<file path="src/epfc_pkg.sv">
// package: packet codes, field widths and constants shared by the endpoint and the host end.
// assumes one clock CLK at 20 MHz and a synchronous active-high reset SRST.
package epfc_pkg;
    localparam int NUMP_W = 5;
    localparam int SEQ_W = 5;
    localparam int LEN_W = 11;
    localparam int ADDR_W = 7;
    localparam int EPN_W = 4;
    localparam logic [NUMP_W-1:0] MAX_BURST = 5'h10;
    localparam logic [LEN_W-1:0] MAX_PKT = 11'h400;
    localparam logic [ADDR_W-1:0] ADDR_RESET = 7'h00;
    localparam logic [ADDR_W-1:0] ADDR_MIN = 7'h01;
    localparam logic [ADDR_W-1:0] ADDR_MAX = 7'h7f;
    localparam logic [SEQ_W-1:0] SEQ_RESET = 5'h00;
    localparam logic [NUMP_W-1:0] NUMP_ZERO = 5'h00;
    localparam logic [3:0] EP_CONFIGURED = 4'h1;

    typedef enum logic [1:0] {
        XFER_BULK,
        XFER_CONTROL,
        XFER_INTERRUPT,
        XFER_ISOCH
    } xfer_t;

    typedef enum logic [2:0] {
        TP_NONE,
        TP_ACK,
        TP_NRDY,
        TP_ERDY,
        TP_STALL
    } tp_t;
endpackage

</file>
<file path="src/epfc_if.sv">
// interface: the link between host end and device endpoint end.
// assumes both ends clocked by the same CLK; one packet per strobe.
interface epfc_if;
    // host to device transaction packet
    logic h_tp_vld;
    epfc_pkg::tp_t h_tp_type;
    logic h_tp_deferred;
    logic h_tp_dir_in;
    logic [epfc_pkg::ADDR_W-1:0] h_tp_addr;
    logic [epfc_pkg::EPN_W-1:0] h_tp_ep;
    logic [epfc_pkg::SEQ_W-1:0] h_tp_seq;
    logic [epfc_pkg::NUMP_W-1:0] h_tp_nump;
    logic h_tp_pp;
    // host to device data packet
    logic h_dp_vld;
    logic [epfc_pkg::SEQ_W-1:0] h_dp_seq;
    logic [epfc_pkg::LEN_W-1:0] h_dp_len;
    // device to host transaction packet
    logic d_tp_vld;
    epfc_pkg::tp_t d_tp_type;
    logic [epfc_pkg::SEQ_W-1:0] d_tp_seq;
    logic [epfc_pkg::NUMP_W-1:0] d_tp_nump;
    // device to host data packet
    logic d_dp_vld;
    logic [epfc_pkg::SEQ_W-1:0] d_dp_seq;
    logic [epfc_pkg::LEN_W-1:0] d_dp_len;
    logic d_dp_eob;

    modport host (
        output h_tp_vld, h_tp_type, h_tp_deferred, h_tp_dir_in, h_tp_addr, h_tp_ep,
        output h_tp_seq, h_tp_nump, h_tp_pp, h_dp_vld, h_dp_seq, h_dp_len,
        input d_tp_vld, d_tp_type, d_tp_seq, d_tp_nump, d_dp_vld, d_dp_seq, d_dp_len,
        input d_dp_eob
    );
    modport dev (
        input h_tp_vld, h_tp_type, h_tp_deferred, h_tp_dir_in, h_tp_addr, h_tp_ep,
        input h_tp_seq, h_tp_nump, h_tp_pp, h_dp_vld, h_dp_seq, h_dp_len,
        output d_tp_vld, d_tp_type, d_tp_seq, d_tp_nump, d_dp_vld, d_dp_seq, d_dp_len,
        output d_dp_eob
    );
endinterface

</file>
<file path="src/epfc_credit.sv">
// module: burst credit counter shared by both ends.
// assumes ack and sent are one-cycle pulses from the owning end.
module epfc_credit (
    input wire logic clk,
    input wire logic srst,
    input wire logic ack,
    input wire logic [epfc_pkg::NUMP_W-1:0] nump,
    input wire logic sent,
    output logic [epfc_pkg::NUMP_W-1:0] credit
);
    logic [epfc_pkg::NUMP_W-1:0] lim_q;
    logic [epfc_pkg::NUMP_W-1:0] out_q;
    logic [epfc_pkg::NUMP_W-1:0] lim_d;

    always_comb begin
        lim_d = (nump < epfc_pkg::MAX_BURST) ? nump : epfc_pkg::MAX_BURST;
    end

    // --------------------------------
    // limit and outstanding count
    // --------------------------------
    always_ff @(posedge clk) begin
        if (srst) begin
            lim_q <= epfc_pkg::NUMP_ZERO;
        end else if (ack) begin
            lim_q <= lim_d;
        end
    end

    always_ff @(posedge clk) begin
        if (srst) begin
            out_q <= epfc_pkg::NUMP_ZERO;
        end else if (ack) begin
            out_q <= sent ? 5'h01 : epfc_pkg::NUMP_ZERO;
        end else if (sent) begin
            out_q <= out_q + 5'h01;
        end
    end

    assign credit = (lim_q > out_q) ? lim_q - out_q : epfc_pkg::NUMP_ZERO;
endmodule // epfc_credit

</file>
<file path="src/epfc_dev.sv">
// module: device endpoint end, one endpoint with flow control, burst and responses.
// assumes host end keeps its own rules; user side supplies readiness and data lengths.
module epfc_dev (
    input wire logic CLK,
    input wire logic SRST,
    epfc_if.dev LINK,
    input wire epfc_pkg::xfer_t XFER,
    input wire logic DIR_IN,
    input wire logic STREAMS,
    input wire logic HALT,
    input wire logic TX_READY,
    input wire logic RX_READY,
    input wire logic [epfc_pkg::LEN_W-1:0] TX_LEN,
    input wire logic SET_ADDR,
    input wire logic [epfc_pkg::ADDR_W-1:0] NEW_ADDR,
    input wire logic STREAM_ERDY,
    output logic FLOW,
    output logic XFER_DONE,
    output logic [epfc_pkg::ADDR_W-1:0] ADDR,
    output logic RX_VLD,
    output logic [epfc_pkg::LEN_W-1:0] RX_LEN
);
    logic [epfc_pkg::ADDR_W-1:0] addr_q;
    logic [epfc_pkg::SEQ_W-1:0] seq_q;
    logic flow_q;
    logic wait_ack_q;
    logic pend_erdy_q;
    logic sending_q;
    logic done_q;
    logic [epfc_pkg::NUMP_W-1:0] credit;
    logic [epfc_pkg::NUMP_W-1:0] last_nump_q;
    logic tp_ok;
    logic tp_ack;
    logic dp_ok;
    logic isoch;
    logic send_dp;
    logic dp_short;
    logic dp_last;
    logic erdy_now;
    logic [epfc_pkg::NUMP_W-1:0] out_nump;

    assign isoch = (XFER == epfc_pkg::XFER_ISOCH);

    // --------------------------------
    // validity checks
    // --------------------------------
    always_comb begin
        tp_ok = LINK.h_tp_vld && LINK.h_tp_addr == addr_q && LINK.h_tp_ep < epfc_pkg::EP_CONFIGURED
            && LINK.h_tp_dir_in == DIR_IN && LINK.h_tp_seq == seq_q
            && LINK.h_tp_type == epfc_pkg::TP_ACK;
        tp_ack = tp_ok && DIR_IN && !isoch;
        dp_ok = LINK.h_dp_vld && !DIR_IN && !isoch && LINK.h_dp_seq == seq_q;
    end

    // --------------------------------
    // device address
    // --------------------------------
    always_ff @(posedge CLK) begin
        if (SRST) begin
            addr_q <= epfc_pkg::ADDR_RESET;
        end else if (SET_ADDR && NEW_ADDR >= epfc_pkg::ADDR_MIN
            && NEW_ADDR <= epfc_pkg::ADDR_MAX) begin
            addr_q <= NEW_ADDR;
        end
    end

    // --------------------------------
    // in data transmit and credit
    // --------------------------------
    epfc_credit u_credit (
        .clk(CLK),
        .srst(SRST),
        .ack(tp_ack),
        .nump(LINK.h_tp_nump),
        .sent(send_dp),
        .credit(credit)
    );

    assign dp_short = TX_LEN < epfc_pkg::MAX_PKT;
    assign dp_last = dp_short || credit == 5'h01;
    assign send_dp = sending_q && TX_READY && !HALT && credit != epfc_pkg::NUMP_ZERO
        && !done_q;

    always_ff @(posedge CLK) begin
        if (SRST) begin
            sending_q <= 1'b0;
        end else if (tp_ack && !LINK.h_tp_deferred && !HALT && TX_READY
            && LINK.h_tp_nump != epfc_pkg::NUMP_ZERO) begin
            sending_q <= 1'b1;
        end else if (send_dp && dp_last) begin
            sending_q <= 1'b0;
        end
    end

    always_ff @(posedge CLK) begin
        if (SRST) begin
            done_q <= 1'b0;
        end else if (send_dp && dp_short) begin
            done_q <= 1'b1;
        end else if (tp_ack && LINK.h_tp_nump != epfc_pkg::NUMP_ZERO) begin
            done_q <= 1'b0;
        end
    end

    always_ff @(posedge CLK) begin
        if (SRST) begin
            seq_q <= epfc_pkg::SEQ_RESET;
        end else if (send_dp || (dp_ok && RX_READY)) begin
            seq_q <= seq_q + 5'h01;
        end
    end

    always_ff @(posedge CLK) begin
        if (SRST) begin
            wait_ack_q <= 1'b0;
        end else if (send_dp) begin
            wait_ack_q <= 1'b1;
        end else if (tp_ack) begin
            wait_ack_q <= 1'b0;
        end
    end

    // --------------------------------
    // out data receive
    // --------------------------------
    always_comb begin
        out_nump = epfc_pkg::NUMP_ZERO;
        if (RX_READY && last_nump_q != epfc_pkg::NUMP_ZERO) begin
            out_nump = last_nump_q - 5'h01;
        end
        if (RX_READY && out_nump == epfc_pkg::NUMP_ZERO && LINK.h_dp_len == epfc_pkg::MAX_PKT) begin
            out_nump = 5'h01;
        end
    end

    always_ff @(posedge CLK) begin
        if (SRST) begin
            last_nump_q <= epfc_pkg::MAX_BURST;
        end else if (dp_ok) begin
            last_nump_q <= (LINK.h_dp_len < epfc_pkg::MAX_PKT) ? epfc_pkg::MAX_BURST : out_nump;
        end
    end

    // --------------------------------
    // flow control state
    // --------------------------------
    always_comb begin
        erdy_now = 1'b0;
        if (tp_ok && !isoch && LINK.h_tp_deferred) begin
            erdy_now = HALT || (DIR_IN ? TX_READY : RX_READY);
        end else if ((flow_q || pend_erdy_q) && !isoch && !wait_ack_q
            && (pend_erdy_q || !LINK.h_tp_vld)) begin
            erdy_now = (DIR_IN ? TX_READY : RX_READY) && !HALT;
        end else if (!flow_q && STREAMS && STREAM_ERDY && XFER == epfc_pkg::XFER_BULK) begin
            erdy_now = 1'b1;
        end
    end

    always_ff @(posedge CLK) begin
        if (SRST) begin
            pend_erdy_q <= 1'b0;
        end else if (erdy_now) begin
            pend_erdy_q <= 1'b0;
        end else if (tp_ok && LINK.h_tp_deferred && !isoch) begin
            pend_erdy_q <= 1'b1;
        end
    end

    always_ff @(posedge CLK) begin
        if (SRST) begin
            flow_q <= 1'b0;
        end else if (isoch) begin
            flow_q <= 1'b0;
        end else if ((tp_ack && !LINK.h_tp_deferred && !HALT && !TX_READY)
            || (send_dp && dp_last && !dp_short) || (dp_ok && out_nump == epfc_pkg::NUMP_ZERO)
            || (dp_ok && !RX_READY)) begin
            flow_q <= 1'b1;
        end else if (erdy_now || dp_ok || (tp_ok && !LINK.h_tp_deferred
            && LINK.h_tp_nump != epfc_pkg::NUMP_ZERO)) begin
            flow_q <= 1'b0;
        end
    end

    // --------------------------------
    // link outputs
    // --------------------------------
    always_ff @(posedge CLK) begin
        if (SRST) begin
            LINK.d_tp_vld <= 1'b0;
            LINK.d_tp_type <= epfc_pkg::TP_NONE;
            LINK.d_tp_seq <= epfc_pkg::SEQ_RESET;
            LINK.d_tp_nump <= epfc_pkg::NUMP_ZERO;
        end else begin
            LINK.d_tp_vld <= 1'b0;
            LINK.d_tp_type <= epfc_pkg::TP_NONE;
            LINK.d_tp_seq <= seq_q;
            LINK.d_tp_nump <= epfc_pkg::NUMP_ZERO;
            if (erdy_now) begin
                LINK.d_tp_vld <= 1'b1;
                LINK.d_tp_type <= epfc_pkg::TP_ERDY;
            end else if ((tp_ack && !LINK.h_tp_deferred && HALT) || (dp_ok && HALT)) begin
                LINK.d_tp_vld <= 1'b1;
                LINK.d_tp_type <= epfc_pkg::TP_STALL;
            end else if ((tp_ack && !LINK.h_tp_deferred && !TX_READY) || (dp_ok && !RX_READY)) begin
                LINK.d_tp_vld <= 1'b1;
                LINK.d_tp_type <= epfc_pkg::TP_NRDY;
            end else if (dp_ok) begin
                LINK.d_tp_vld <= 1'b1;
                LINK.d_tp_type <= epfc_pkg::TP_ACK;
                LINK.d_tp_seq <= seq_q + 5'h01;
                LINK.d_tp_nump <= out_nump;
            end
        end
    end

    always_ff @(posedge CLK) begin
        if (SRST) begin
            LINK.d_dp_vld <= 1'b0;
            LINK.d_dp_seq <= epfc_pkg::SEQ_RESET;
            LINK.d_dp_len <= '0;
            LINK.d_dp_eob <= 1'b0;
        end else begin
            LINK.d_dp_vld <= send_dp;
            LINK.d_dp_seq <= seq_q;
            LINK.d_dp_len <= TX_LEN;
            LINK.d_dp_eob <= send_dp && dp_last && !dp_short;
        end
    end

    always_ff @(posedge CLK) begin
        if (SRST) begin
            RX_VLD <= 1'b0;
            RX_LEN <= '0;
            XFER_DONE <= 1'b0;
        end else begin
            RX_VLD <= dp_ok && RX_READY && !HALT;
            RX_LEN <= LINK.h_dp_len;
            XFER_DONE <= (dp_ok && RX_READY && LINK.h_dp_len < epfc_pkg::MAX_PKT)
                || (send_dp && dp_short);
        end
    end

    assign FLOW = flow_q;
    assign ADDR = addr_q;
endmodule // epfc_dev

</file>
<file path="src/flat_wrapper.sv">
// flat-port wrapper written by rule: the top's interface ports become plain ports
module epfc_dev_flat 
  (CLK, SRST, XFER, DIR_IN, STREAMS, HALT, TX_READY, RX_READY, TX_LEN, SET_ADDR, NEW_ADDR, STREAM_ERDY, FLOW, XFER_DONE, ADDR, RX_VLD, RX_LEN, LINK_h_tp_vld, LINK_h_tp_type, LINK_h_tp_deferred, LINK_h_tp_dir_in, LINK_h_tp_addr, LINK_h_tp_ep, LINK_h_tp_seq, LINK_h_tp_nump, LINK_h_tp_pp, LINK_h_dp_vld, LINK_h_dp_seq, LINK_h_dp_len, LINK_d_tp_vld, LINK_d_tp_type, LINK_d_tp_seq, LINK_d_tp_nump, LINK_d_dp_vld, LINK_d_dp_seq, LINK_d_dp_len, LINK_d_dp_eob);
  epfc_if LINK_i ();
  input wire logic CLK;
  input wire logic SRST;
  input wire epfc_pkg::xfer_t XFER;
  input wire logic DIR_IN;
  input wire logic STREAMS;
  input wire logic HALT;
  input wire logic TX_READY;
  input wire logic RX_READY;
  input wire logic [epfc_pkg::LEN_W-1:0] TX_LEN;
  input wire logic SET_ADDR;
  input wire logic [epfc_pkg::ADDR_W-1:0] NEW_ADDR;
  input wire logic STREAM_ERDY;
  output logic FLOW;
  output logic XFER_DONE;
  output logic [epfc_pkg::ADDR_W-1:0] ADDR;
  output logic RX_VLD;
  output logic [epfc_pkg::LEN_W-1:0] RX_LEN;
  input wire logic [$bits(LINK_i.h_tp_vld)-1:0] LINK_h_tp_vld;
  input wire logic [$bits(LINK_i.h_tp_type)-1:0] LINK_h_tp_type;
  input wire logic [$bits(LINK_i.h_tp_deferred)-1:0] LINK_h_tp_deferred;
  input wire logic [$bits(LINK_i.h_tp_dir_in)-1:0] LINK_h_tp_dir_in;
  input wire logic [$bits(LINK_i.h_tp_addr)-1:0] LINK_h_tp_addr;
  input wire logic [$bits(LINK_i.h_tp_ep)-1:0] LINK_h_tp_ep;
  input wire logic [$bits(LINK_i.h_tp_seq)-1:0] LINK_h_tp_seq;
  input wire logic [$bits(LINK_i.h_tp_nump)-1:0] LINK_h_tp_nump;
  input wire logic [$bits(LINK_i.h_tp_pp)-1:0] LINK_h_tp_pp;
  input wire logic [$bits(LINK_i.h_dp_vld)-1:0] LINK_h_dp_vld;
  input wire logic [$bits(LINK_i.h_dp_seq)-1:0] LINK_h_dp_seq;
  input wire logic [$bits(LINK_i.h_dp_len)-1:0] LINK_h_dp_len;
  output wire logic [$bits(LINK_i.d_tp_vld)-1:0] LINK_d_tp_vld;
  output wire logic [$bits(LINK_i.d_tp_type)-1:0] LINK_d_tp_type;
  output wire logic [$bits(LINK_i.d_tp_seq)-1:0] LINK_d_tp_seq;
  output wire logic [$bits(LINK_i.d_tp_nump)-1:0] LINK_d_tp_nump;
  output wire logic [$bits(LINK_i.d_dp_vld)-1:0] LINK_d_dp_vld;
  output wire logic [$bits(LINK_i.d_dp_seq)-1:0] LINK_d_dp_seq;
  output wire logic [$bits(LINK_i.d_dp_len)-1:0] LINK_d_dp_len;
  output wire logic [$bits(LINK_i.d_dp_eob)-1:0] LINK_d_dp_eob;
  assign LINK_i.h_tp_vld = LINK_h_tp_vld;
  assign LINK_i.h_tp_type = LINK_h_tp_type;
  assign LINK_i.h_tp_deferred = LINK_h_tp_deferred;
  assign LINK_i.h_tp_dir_in = LINK_h_tp_dir_in;
  assign LINK_i.h_tp_addr = LINK_h_tp_addr;
  assign LINK_i.h_tp_ep = LINK_h_tp_ep;
  assign LINK_i.h_tp_seq = LINK_h_tp_seq;
  assign LINK_i.h_tp_nump = LINK_h_tp_nump;
  assign LINK_i.h_tp_pp = LINK_h_tp_pp;
  assign LINK_i.h_dp_vld = LINK_h_dp_vld;
  assign LINK_i.h_dp_seq = LINK_h_dp_seq;
  assign LINK_i.h_dp_len = LINK_h_dp_len;
  assign LINK_d_tp_vld = LINK_i.d_tp_vld;
  assign LINK_d_tp_type = LINK_i.d_tp_type;
  assign LINK_d_tp_seq = LINK_i.d_tp_seq;
  assign LINK_d_tp_nump = LINK_i.d_tp_nump;
  assign LINK_d_dp_vld = LINK_i.d_dp_vld;
  assign LINK_d_dp_seq = LINK_i.d_dp_seq;
  assign LINK_d_dp_len = LINK_i.d_dp_len;
  assign LINK_d_dp_eob = LINK_i.d_dp_eob;
  epfc_dev u_core (.CLK(CLK), .SRST(SRST), .LINK(LINK_i), .XFER(XFER), .DIR_IN(DIR_IN), .STREAMS(STREAMS), .HALT(HALT), .TX_READY(TX_READY), .RX_READY(RX_READY), .TX_LEN(TX_LEN), .SET_ADDR(SET_ADDR), .NEW_ADDR(NEW_ADDR), .STREAM_ERDY(STREAM_ERDY), .FLOW(FLOW), .XFER_DONE(XFER_DONE), .ADDR(ADDR), .RX_VLD(RX_VLD), .RX_LEN(RX_LEN));
endmodule
</file>
<file path="config.mk">
export PLATFORM = sky130hd
export DESIGN_NAME = epfc_dev_flat
export DESIGN_NICKNAME = d
export VERILOG_FILES = /design/src/epfc_pkg.sv /design/src/epfc_if.sv /design/src/epfc_credit.sv /design/src/epfc_dev.sv /design/src/flat_wrapper.sv
export SDC_FILE = /design/constraint.sdc
export NUM_CORES = 1
export LEC_CHECK = 0
export ABC_AREA = 1
export BUFFER_PORTS_ARGS = -buffer_cell sky130_fd_sc_hd__clkbuf_2
export CAP_MARGIN = 20
export CORE_UTILIZATION = 44
export CTS_CLUSTER_SIZE = 14
export DETAILED_ROUTE_END_ITERATION = 12
export GPL_ROUTABILITY_DRIVEN = 0
export MAX_ROUTING_LAYER = met4
export PLACE_DENSITY = 0.73
export SETUP_SLACK_MARGIN = 0.3
export SLEW_MARGIN = 20
export SYNTH_ARGS = -nofsm -noshare
export SYNTH_HDL_FRONTEND = slang
export SYNTH_SLANG_ARGS = --single-unit
</file>
<file path="constraint.sdc">
create_clock -name CLK -period 2.3 [get_ports CLK]
set_input_delay 0.69 -clock CLK [delete_from_list [all_inputs] [get_ports CLK]]
set_output_delay 0.69 -clock CLK [all_outputs]
set_load 0.02 [all_outputs]
</file>
==> flow_summary.ini <==
[global_route]
grt_max_degree = 24
grt_pass1_wl_mm = 14.0
antenna_found_initial = 0
first_global_vias = 3234
grt_overflow = 0
grt_usage_pct = 21.6

[floorplanning]
io_pins = 127
start_util_pct = 45.6
dieArea_mm2 = 0.00841
core-area_mm2 = 0.00777
row_count = 32
die_x_um = 91.7
dieHeight_um = 91.7

[logic_synthesis]
postSynthCellCount = 501
ys_seq_area_share_pct = 43.5
netlist_area_mm2 = 0.00354
yosysWarningCount = 0
syn_nets = 584
ys_seq_elements = 77
synth_area_leaders = dfxtp_1, nand2_1, nor2_1
synth_top_area_share_pct = 43.5
syn_avg_cell_area_um2 = 7.07
synth_top_area_cell = dfxtp_1
synth.distinct_cells = 32

[setup_path]
crit_type = reg2reg
path_max_fanout = 6
crit_required_ps = 2550
arrival_ps = 2360
worst_setup_path_end_kind = flip-flop
crit_path_start_kind = flip-flop

[pwr]
internal_power_mw = 2.13
p_sw_share_pct = 24.9
p_seq_share_pct = 48.6
clkPwrFrac_pct = 41.0
combPwrFrac_pct = 10.4
power_density_mw_per_mm2 = 591
switchingPower_uw = 704
p_leak_nw = 2.50
ir_drop_mv = 0.279

[detailed_routing]
antenna_left = 0
wl_mm = 8.70
routedWlPerCell_um = 11.5
dr_total_vias = 3559
drc = 0
dr.pass1.iters = 5
drt_iter0_drc = 157
vias_per_cell = 4.71

[flow_run]
cap_violations = 0

[outcome]
status = finished clean

[place]
portBuffers = 125
hpwlAfterDp_mm = 6.60
dpl_worst_slack_ps = -2.18
placedCellCount = 728

[clock_tree]
cts_buffers = 9
cts_tree = done
hold_buffers = 0
clock_latency_ps = 350
clk_pin_slew_ps = 80
clockBufferDepth = 2
numClockSinks = 77
cts-root-buf = clkbuf_8
htree_levels = 3

[sta]
finalHoldViolCount = 0
rsz0062_at_grt = yes
maxSlewViolCount = 0
fin_skew_ps = 7.55
setup_viol = 0
worstMarginPinSlew_ps = 716
max_freq_ghz = 0.473
layout_min_cycle_time_ps = 2110
setup_ws_ps = 185
finalCritPeriodShare_pct = 92.0
maxSlewHeadroom_pct = 52.2

[layout]
final_common_cell = clkbuf_2
n_antenna_cell = 0
layoutNonFillerInstCount = 756
drive_gt1_share_pct = 34.1
fin_nets = 732
layout_common_cells = clkbuf_2, nand2_1, nor2_1
area_delta_synth_final_pct = 35.3

[hold_path]
holdCritPathClass = reg2reg
[layer usage]
metal | share of wire (%) | global-route usage (%) | vias up
li1 | - | - | 1845
met1 | 42 | 24.8 | 1574
met2 | 48 | 36.7 | 127
met3 | 7.7 | 5.14 | 13
met4 | 1.9 | 8.07 | 0
met5 | 0 | - | -
[cell usage after synthesis]
| cell | n |
|---|---|
| dfxtp_1 | 77 |
| a22o_1 | 1 |
| o21ai_1 | 7 |
| nand2_2 | 3 |
| a21boi_0 | 1 |
| nor3_1 | 7 |
| nor4_1 | 3 |
| clkinv_1 | 1 |
| xor2_1 | 9 |
| ha_1 | 8 |
| nand2_1 | 103 |
| inv_2 | 13 |
| nand3_4 | 2 |
| nor2_2 | 4 |
| fa_1 | 1 |
| nor2_1 | 87 |
| o211ai_1 | 2 |
| nor2_8 | 1 |
| buf_2 | 1 |
| o21ai_4 | 2 |
| clkbuf_1 | 7 |
| o21ai_0 | 24 |
| inv_1 | 76 |
| and2_0 | 1 |
| o2111ai_1 | 1 |
| buf_4 | 2 |
| nor3b_2 | 1 |
| xnor2_1 | 1 |
| a21oi_1 | 25 |
| nor2_4 | 2 |
| nand3_1 | 21 |
| nand4_1 | 7 |
[state kept, by name, summed over array words and instances (netlist names), 3 cells and up]
register / flops
u_core.ADDR: 7
u_core.LINK.d_dp_len: 11
u_core.LINK.d_dp_seq: 5
u_core.LINK.d_tp_nump: 5
u_core.LINK.d_tp_seq: 5
u_core.LINK.d_tp_type: 3
u_core.RX_LEN: 11
u_core.last_nump_q: 5
u_core.seq_q: 5
u_core.u_credit.lim_q: 5
u_core.u_credit.out_q: 5
[power by group through the flow]
| stage | registers, mW | clock network (mW) | logic, mW |
|---|---|---|---|
| after global placement | 1.41 | 0 | 0.281 |
| after detailed placement | 1.41 | 0 | 0.287 |
| final | 1.38 | 1.16 | 0.293 |
| after CTS | 1.38 | 1.18 | 0.289 |
| after global routing | 1.38 | 1.25 | 0.328 |
| after floorplan | 1.45 | 0 | 0.114 |
[cells by family (layout without fill, tap and decap cells)]
group,count (synthesis),in the layout,share of synthesized area [%]
buf+inv,100,252,10.8
simple gates,242,243,29.8
flops,77,77,43.5
compound gates,63,63,9.96
fa+ha+maj,9,9,3.39
xor+xnor,10,10,2.47
[timing repair]
action,CTS,global route
pin swaps,9,17
endpoints found under the setup margin,17,27
gates cloned,0,1
buffers inserted,4,7
resized for setup,14,30
[per-stage QoR]
step / setup TNS (ps) / util, % / hold WS, ps / area (µm²) / total power, mW
2_1_floorplan: 0 / - / 426 / 3550 / 1.56
3_3_place_gp: 0 / 55.7 / 443 / 4330 / 1.69
3_5_place_dp: -2.18 / 55.7 / 457 / 4330 / 1.70
4_1_cts: 0 / 59.6 / 470 / 4630 / 2.85
5_1_grt: 0 / 61.7 / 496 / 4790 / 2.96
6_report: 0 / 61.7 / 466 / 4790 / 2.83
[final timing paths]
check	start	end	slack, ps	cells after the start
hold / removal	u_core.u_credit.lim_q[0]	u_core.u_credit.lim_q[0]	470	2
setup / recovery	u_core.u_credit.lim_q[0]	u_core.u_credit.out_q[3]	190	13
hold reg to reg	u_core.u_credit.lim_q[0]	u_core.u_credit.lim_q[0]	470	2
setup reg to reg	u_core.u_credit.lim_q[0]	u_core.u_credit.out_q[3]	190	13
[area by class of cell]
class	instances	area [µm²]
clock buffer	10	138
clock inverter	6	93.8
fill	694	2970
inverter	90	343
multi-input combinational	325	1750
sequential	77	1550
tap	102	128
timing repair buffer	146	791
[worst max-delay path: stages (launching register included)]
cell and delay (ps):
dfxtp_2 330, inv_2 60, ha_4 120, inv_2 40, fa_2 350, a21oi_2 150
o21ai_2 60, xor2_1 160, nand2_2 100, o21ai_4 250, buf_4 190, o21ai_0 80
nand2_1 60, nor2_1 40
No activity file was read; power rests on OpenSTA's default activity.
